===== src/sra_pkg.sv =====
package sra_pkg;
  localparam int FRAME_BITS = 24;
  localparam int ADDR_BITS  = 7;
  localparam int DATA_BITS  = 16;
  localparam int REG_COUNT  = 128;
  localparam int CNT_W      = 5;
  localparam logic [CNT_W-1:0] CNT_ADDR_END = 5'h08;
  localparam logic [CNT_W-1:0] CNT_FRAME    = 5'h18;
  localparam logic RW_WRITE = 1'b0;
  localparam logic RW_READ  = 1'b1;
  localparam int MCLK_PERIOD_NS = 4;
  localparam int SCLK_PERIOD_NS = 160;
  localparam int SCLK_HALF_CYC  = SCLK_PERIOD_NS / (2 * MCLK_PERIOD_NS);
  localparam int DIV_W          = 6;
  localparam logic [DATA_BITS-1:0] REG_RESET = 16'h0000;
  typedef enum logic [1:0] {
    SRA_IDLE  = 2'b00,
    SRA_SHIFT = 2'b01,
    SRA_GAP   = 2'b11,
    SRA_END   = 2'b10
  } sra_host_state_t;
endpackage : sra_pkg


===== src/sra_link_if.sv =====
`timescale 1ns/100ps
interface sra_link_if;
  logic sclk;
  logic select_n;
  logic serial_in;
  logic readback_out;
  modport device (input sclk, input select_n, input serial_in, output readback_out);
  modport host   (output sclk, output select_n, output serial_in, input readback_out);
endinterface : sra_link_if


===== src/sra_device.sv =====
`timescale 1ns/100ps
// Contract
// - write frames start with flag zero
// - shift serial_in on each selected rising sclk
// - select low for whole transaction
// - ignore sclk while select high
// - unaddressed devices kept deselected by host
// - mode 3 needs extra half period
// - read frames start with flag one
// - readback low during address part
// - readback updated after falling sclk
// - ignore serial_in during read data
// - sample sync inputs on reference rising
module sra_device (
  input  wire logic mclk,
  input  wire logic rst,
  sra_link_if.device link,
  input  wire logic reference_clock_in,
  input  wire logic sync_in,
  input  wire logic ref_request_in,
  output logic      sync_sampled,
  output logic      ref_request_sampled,
  output logic      write_strobe,
  output logic [6:0]  write_addr,
  output logic [15:0] write_data
);
  logic [2:0] sclk_s, sel_s, sdi_s, refc_s;
  logic [1:0] sync_s, rreq_s;
  logic [sra_pkg::DATA_BITS-1:0] regs [sra_pkg::REG_COUNT];
  logic [sra_pkg::FRAME_BITS-1:0] shift_reg, shift_next;
  logic [sra_pkg::CNT_W-1:0] cnt_reg, cnt_next;
  logic [sra_pkg::DATA_BITS-1:0] rd_reg, rd_next;
  logic rb_reg, rb_next, rw_reg, rw_next;
  logic we_reg, we_next, syn_reg, syn_next, rq_reg, rq_next;
  logic [sra_pkg::ADDR_BITS-1:0] wa_reg, wa_next;
  logic [sra_pkg::DATA_BITS-1:0] wd_reg, wd_next;
  logic sclk_rise, sclk_fall, sel_rise, refc_rise, selected;

  // bit 0 of each stage-set feeds only bit 1; edges use bits 1 and 2
  always_ff @(posedge mclk) begin
    sclk_s <= {sclk_s[1:0], link.sclk};
    sel_s  <= {sel_s[1:0], link.select_n};
    sdi_s  <= {sdi_s[1:0], link.serial_in};
    refc_s <= {refc_s[1:0], reference_clock_in};
    sync_s <= {sync_s[0], sync_in};
    rreq_s <= {rreq_s[0], ref_request_in};
  end

  always_comb begin
    selected  = !sel_s[1];
    sclk_rise = sclk_s[1] && !sclk_s[2] && selected;
    sclk_fall = !sclk_s[1] && sclk_s[2] && selected;
    sel_rise  = sel_s[1] && !sel_s[2];
    refc_rise = refc_s[1] && !refc_s[2];
  end

  always_comb begin
    shift_next = shift_reg;
    cnt_next   = cnt_reg;
    rd_next    = rd_reg;
    rb_next    = rb_reg;
    rw_next    = rw_reg;
    we_next    = 1'b0;
    wa_next    = wa_reg;
    wd_next    = wd_reg;
    syn_next   = syn_reg;
    rq_next    = rq_reg;
    if (refc_rise) begin
      syn_next = sync_s[1];
      rq_next  = rreq_s[1];
    end
    if (!selected) begin
      cnt_next = '0;
      rb_next  = 1'b0;
    end
    if (sclk_rise && cnt_reg < sra_pkg::CNT_FRAME) begin
      // read data phase: serial_in not taken
      if (!(rw_reg == sra_pkg::RW_READ && cnt_reg >= sra_pkg::CNT_ADDR_END)) begin
        shift_next = {shift_reg[sra_pkg::FRAME_BITS-2:0], sdi_s[1]};
      end
      if (cnt_reg == '0) begin
        rw_next = sdi_s[1];
      end
      if (cnt_reg == sra_pkg::CNT_ADDR_END - 5'h01 && rw_reg == sra_pkg::RW_READ) begin
        rd_next = regs[{shift_reg[sra_pkg::ADDR_BITS-2:0], sdi_s[1]}];
      end
      cnt_next = cnt_reg + 5'h01;
    end
    if (sclk_fall && rw_reg == sra_pkg::RW_READ) begin
      if (cnt_reg >= sra_pkg::CNT_ADDR_END && cnt_reg < sra_pkg::CNT_FRAME) begin
        rb_next = rd_reg[sra_pkg::DATA_BITS-1];
        rd_next = {rd_reg[sra_pkg::DATA_BITS-2:0], 1'b0};
      end else begin
        rb_next = 1'b0;
      end
    end
    if (sel_rise && cnt_reg == sra_pkg::CNT_FRAME && rw_reg == sra_pkg::RW_WRITE) begin
      we_next = 1'b1;
      wa_next = shift_reg[sra_pkg::FRAME_BITS-2 -: sra_pkg::ADDR_BITS];
      wd_next = shift_reg[sra_pkg::DATA_BITS-1:0];
    end
  end

  always_ff @(posedge mclk) begin
    if (rst) begin
      shift_reg <= '0;
      cnt_reg   <= '0;
      rd_reg    <= '0;
      rb_reg    <= 1'b0;
      rw_reg    <= sra_pkg::RW_WRITE;
      we_reg    <= 1'b0;
      wa_reg    <= '0;
      wd_reg    <= '0;
      syn_reg   <= 1'b0;
      rq_reg    <= 1'b0;
    end else begin
      shift_reg <= shift_next;
      cnt_reg   <= cnt_next;
      rd_reg    <= rd_next;
      rb_reg    <= rb_next;
      rw_reg    <= rw_next;
      we_reg    <= we_next;
      wa_reg    <= wa_next;
      wd_reg    <= wd_next;
      syn_reg   <= syn_next;
      rq_reg    <= rq_next;
    end
  end

  // register array: no reset, contents held in a plain memory
  always_ff @(posedge mclk) begin
    if (we_next) begin
      regs[wa_next] <= wd_next;
    end
  end

  assign link.readback_out   = rb_reg;
  assign write_strobe        = we_reg;
  assign write_addr          = wa_reg;
  assign write_data          = wd_reg;
  assign sync_sampled        = syn_reg;
  assign ref_request_sampled = rq_reg;
endmodule : sra_device


===== src/flat_wrapper.sv =====
// flat-port wrapper written by rule: the top's interface ports become plain ports
module sra_device_flat 
  (mclk, rst, reference_clock_in, sync_in, ref_request_in, sync_sampled, ref_request_sampled, write_strobe, write_addr, write_data, link_sclk, link_select_n, link_serial_in, link_readback_out);
  sra_link_if link_i ();
  input  wire logic mclk;
  input  wire logic rst;
  input  wire logic reference_clock_in;
  input  wire logic sync_in;
  input  wire logic ref_request_in;
  output logic sync_sampled;
  output logic ref_request_sampled;
  output logic write_strobe;
  output logic [6:0] write_addr;
  output logic [15:0] write_data;
  input wire logic [$bits(link_i.sclk)-1:0] link_sclk;
  input wire logic [$bits(link_i.select_n)-1:0] link_select_n;
  input wire logic [$bits(link_i.serial_in)-1:0] link_serial_in;
  output wire logic [$bits(link_i.readback_out)-1:0] link_readback_out;
  assign link_i.sclk = link_sclk;
  assign link_i.select_n = link_select_n;
  assign link_i.serial_in = link_serial_in;
  assign link_readback_out = link_i.readback_out;
  sra_device u_core (.mclk(mclk), .rst(rst), .link(link_i), .reference_clock_in(reference_clock_in), .sync_in(sync_in), .ref_request_in(ref_request_in), .sync_sampled(sync_sampled), .ref_request_sampled(ref_request_sampled), .write_strobe(write_strobe), .write_addr(write_addr), .write_data(write_data));
endmodule

===== config.mk =====
export PLATFORM = sky130hd
export DESIGN_NAME = sra_device_flat
export DESIGN_NICKNAME = d
export VERILOG_FILES = /design/src/sra_pkg.sv /design/src/sra_link_if.sv /design/src/sra_device.sv /design/src/flat_wrapper.sv
export SDC_FILE = /design/constraint.sdc
export NUM_CORES = 2
export LEC_CHECK = 0
export ABC_CLOCK_PERIOD_IN_PS = 9600
export BUFFER_PORTS_ARGS = -buffer_cell sky130_fd_sc_hd__buf_2
export CAP_MARGIN = 15
export CELL_PAD_IN_SITES_DETAIL_PLACEMENT = 2
export CELL_PAD_IN_SITES_GLOBAL_PLACEMENT = 2
export CORE_ASPECT_RATIO = 0.75
export CORE_MARGIN = 8
export CORE_UTILIZATION = 50
export CTS_CLUSTER_DIAMETER = 200
export DETAILED_ROUTE_END_ITERATION = 12
export GPL_TIMING_DRIVEN = 0
export PLACE_DENSITY_LB_ADDON = 0.1
export SYNTH_ARGS = -nofsm -noshare
export SYNTH_HDL_FRONTEND = slang
export SYNTH_SLANG_ARGS = --single-unit
export TNS_END_PERCENT = 30

===== constraint.sdc =====
create_clock -name mclk -period 9.6 [get_ports mclk]
set_clock_uncertainty 0.2 [all_clocks]
set_input_delay 1.92 -clock mclk [delete_from_list [all_inputs] [get_ports mclk]]
set_output_delay 1.92 -clock mclk [all_outputs]
set_load 0.02 [all_outputs]

==> results.json <==
{
  "critical_path.endpoint": "u_core.rd_reg[11]",
  "worst_skew_pair.late_latency_ns": 0.88,
  "synth-edff-count": 2048,
  "finalNetCount": 4520,
  "htree_levels": 4,
  "cts_tree": "built",
  "power.leakage_nw": 29.1,
  "period_share": 0.622,
  "rows": 129,
  "synth.mux.area_fraction": 0.140,
  "synth_xor_xnor_area_share": 0.000426,
  "dieArea_um2": 178000,
  "fin_ws_ns": 3.63,
  "yosys.area_share.simple": 0.0264,
  "via_count_of_the_first_global_routing_pass": 50993,
  "root_buffer_cell": "clkbuf_16",
  "critical_path.startpoint_type": "flip-flop",
  "timing.final.max_slew_violations": 0,
  "timing.max_slew.rel_slack": 0.144,
  "ys_async_sr_fraction": 0,
  "finalCriticalPeriod_ns": 5.97,
  "antenna_violations_before_repair": 16,
  "min-delay-path-class": "reg -> reg",
  "synthTopCellsByArea": "edfxtp_1 75%, mux4_2 9.8%, mux2i_1 3.8%",
  "yosys.area.top_type": "edfxtp_1",
  "max_freq_ghz": 0.167,
  "route.detailed.wl_per_inst_um": 48.4,
  "fin_hold_ws_ns": 0.126,
  "yosys_warnings": 0,
  "result_of_the_run": "finished, final reports clean",
  "number_of_buffers_added_to_fix_hold_violations_after_cts": 0,
  "route.detailed.drc": 0,
  "setup-tns-final_ns": 0,
  "post_synthesis_net_count": 4113,
  "grt_start_max_net_pins": 92,
  "cts_max_path_buffers": 3,
  "reg2reg_from": "u_core.shift_reg[2]",
  "synthesis.area_per_instance_um2": 20.0,
  "post_route_cells_drive_above_1_share": 0.252,
  "setup-violations-final": 0,
  "gp_congestion": 0.892,
  "critical_path_class": "reg -> reg",
  "synth-seq-area-share": 0.770,
  "synthToLayoutAreaGrowth_pct": 15.6,
  "path_max_fanout": 10,
  "ir_worst_vdd_v": 0.000190,
  "global_route_wire_length_before_repair_mm": 450,
  "synth_top_family_by_area": "multiplexers",
  "yosys.area.top_type_share": 0.748,
  "synth.ff_latch_count": 2135,
  "start_util": 0.501,
  "synth.distinct_cells": 69,
  "worst-slew-pin-transition_ns": 1.28,
  "io_pins": 35,
  "worstPathArrival_ns": 6.46,
  "timing.final.hold_violations": 0,
  "hpwl_mm": 206,
  "drt-initial-drc-count": 7801,
  "dominantRegCellSynth": "edfxtp_1",
  "syn_inst": 4103,
  "critPathLaunch": "u_core.shift_reg[2]",
  "syn-cell-area_um2": 82200,
  "routed_wl_mm": 332,
  "r2r_end": "u_core.rd_reg[11]",
  "clk_pin_slew_ns": 0.08,
  "complex_gate_fraction_of_the_synthesized_area": 0.0454,
  "cts_resized": 0,
  "setup.reg_to_reg.worst_slack_ns": 3.63,
  "crit_required_ns": 10.08,
  "io_buffers": 33,
  "core_um2": 164000,
  "critPathCaptureType": "flip-flop",
  "max_reg_flops": 2048,
  "unrepaired_setup_endpoints_after_global_routing": "no",
  "post-cts-setup-buffer-count": 0,
  "grt_util_all_layers": 0.365,
  "cts.sink_count": 2135,
  "adder_cell_area_share_of_the_yosys_netlist": 0.000426,
  "route.vias.total": 49574,
  "reg2reg_depth": 10,
  "drt.antenna.violating_nets": 0,
  "dr.pass1.iters": 6,
  "cap_violations": 0,
  "dpl_worst_slack_ns": 4.30,
  "die_w_um": 484,
  "floorplan.die.height_um": 367,
  "tritoncts.num_buffers": 202,
  "worst_hold_startpoint": "u_core.sync_s[0]",
  "grt_overflow": 0,
  "cellPowerDensity_nw_per_um2": 198,
  "route.detailed.vias_per_inst": 7.23
}
[Yosys cell counts (7+ instances only)]
| library cell | number |
|---|---|
| o211ai_1 | 11 |
| buf_1 | 17 |
| nand2_1 | 139 |
| a22o_1 | 12 |
| mux2_2 | 31 |
| or2_2 | 11 |
| edfxtp_1 | 2048 |
| a22oi_1 | 45 |
| a222oi_1 | 15 |
| o2111ai_1 | 11 |
| o221ai_1 | 62 |
| o22ai_1 | 31 |
| buf_2 | 55 |
| a211oi_1 | 7 |
| and2_1 | 14 |
| inv_1 | 12 |
| o21ai_0 | 84 |
| nor3_1 | 26 |
| clkbuf_1 | 118 |
| a21oi_1 | 66 |
| nand2b_1 | 8 |
| dfxtp_1 | 87 |
| nand4_1 | 19 |
| nor2_1 | 215 |
| buf_6 | 24 |
| a221oi_1 | 97 |
| nand3_1 | 18 |
| mux4_2 | 357 |
| mux2i_1 | 310 |
| buf_4 | 45 |
[worst max-delay path: stages (launching register included)]
cell and delay, ns:
dfxtp_1 0.59, buf_2 0.45, and2_1 0.20, clkbuf_1 0.39
clkbuf_1 0.85, clkbuf_1 0.62, a221oi_1 0.32, o21ai_0 0.45
nand4_1 0.45, nor3_2 0.99, o41ai_2 0.24
[worst min path at each step]
stage	endpoint	slack, ns	cells past startpoint
after floorplan	u_core.refc_s[1]	0.11	0
after global placement	u_core.sel_s[1]	0.11	0
after detailed placement	u_core.sync_s[1]	0.11	0
after CTS	u_core.sync_s[1]	0.13	0
after global routing	u_core.sync_s[1]	0.14	0
final	u_core.sync_s[1]	0.13	0
[metal layers]
| layer | GRT usage | share of wire | vias up |
|---|---|---|---|
| met4 | 0.188 | 0.061 | 4 |
| met3 | 0.0790 | 0.10 | 997 |
| li1 | - | - | 17886 |
| met1 | 0.486 | 0.37 | 26601 |
| met2 | 0.574 | 0.46 | 4086 |
| met5 | 0 | 0.00010 | - |
[cells by family after synthesis]
group | after synthesis
compound gates | 501
xor+xnor | 4
fa+ha+maj | 3
buf+inv | 276
flops | 2135
mux | 698
simple gates | 486
[final cells by class]
| class | count | area (µm²) |
|---|---|---|
| plain buffers | 262 | 1410 |
| flip-flops and latches | 2135 | 63200 |
| diodes | 10 | 25.0 |
| fillers | 13238 | 69100 |
| well taps | 2161 | 2700 |
| repair buffers | 203 | 3210 |
| clock buffers | 261 | 5420 |
| clock inverters | 118 | 973 |
| inverters | 14 | 52.6 |
| multi-input cells | 1692 | 18000 |
[per-stage QoR]
step	cell area, µm²	utilization	instances	power (mW)
6_report	95000	0.579	6856	18.8
5_1_grt	95000	0.579	6847	19.0
4_1_cts	94900	0.578	6841	18.8
3_5_place_dp	88500	0.539	6462	10.7
3_3_place_gp	85000	0.518	6297	10.7
2_1_floorplan	82200	-	4103	10.5
[cells in the final DEF, fill, tap and decap left out, types with 62 or more instances in the layout]
master | netlist | routed
nand2_1 | 139 | 126
mux4_2 | 357 | 357
edfxtp_1 | 2048 | 2048
a21oi_1 | 66 | 66
o21ai_0 | 84 | 81
a221oi_1 | 97 | 97
mux2i_1 | 310 | 310
nor2_1 | 215 | 87
clkbuf_16 | 0 | 204
o221ai_1 | 62 | 62
clkbuf_1 | 118 | 165
buf_8 | 0 | 117
nor2_2 | 0 | 124
buf_2 | 55 | 88
dfxtp_1 | 87 | 87
[power breakdown]
part | switching (mW) | leakage [nW] | internal (mW) | total [mW]
logic | 0.278 | 7.21 | 0.161 | 0.439
clock network | 3.97 | 3.17 | 4.33 | 8.29
registers | 0.00454 | 18.8 | 10.0 | 10.0
Power figures use the tool's default switching activity.
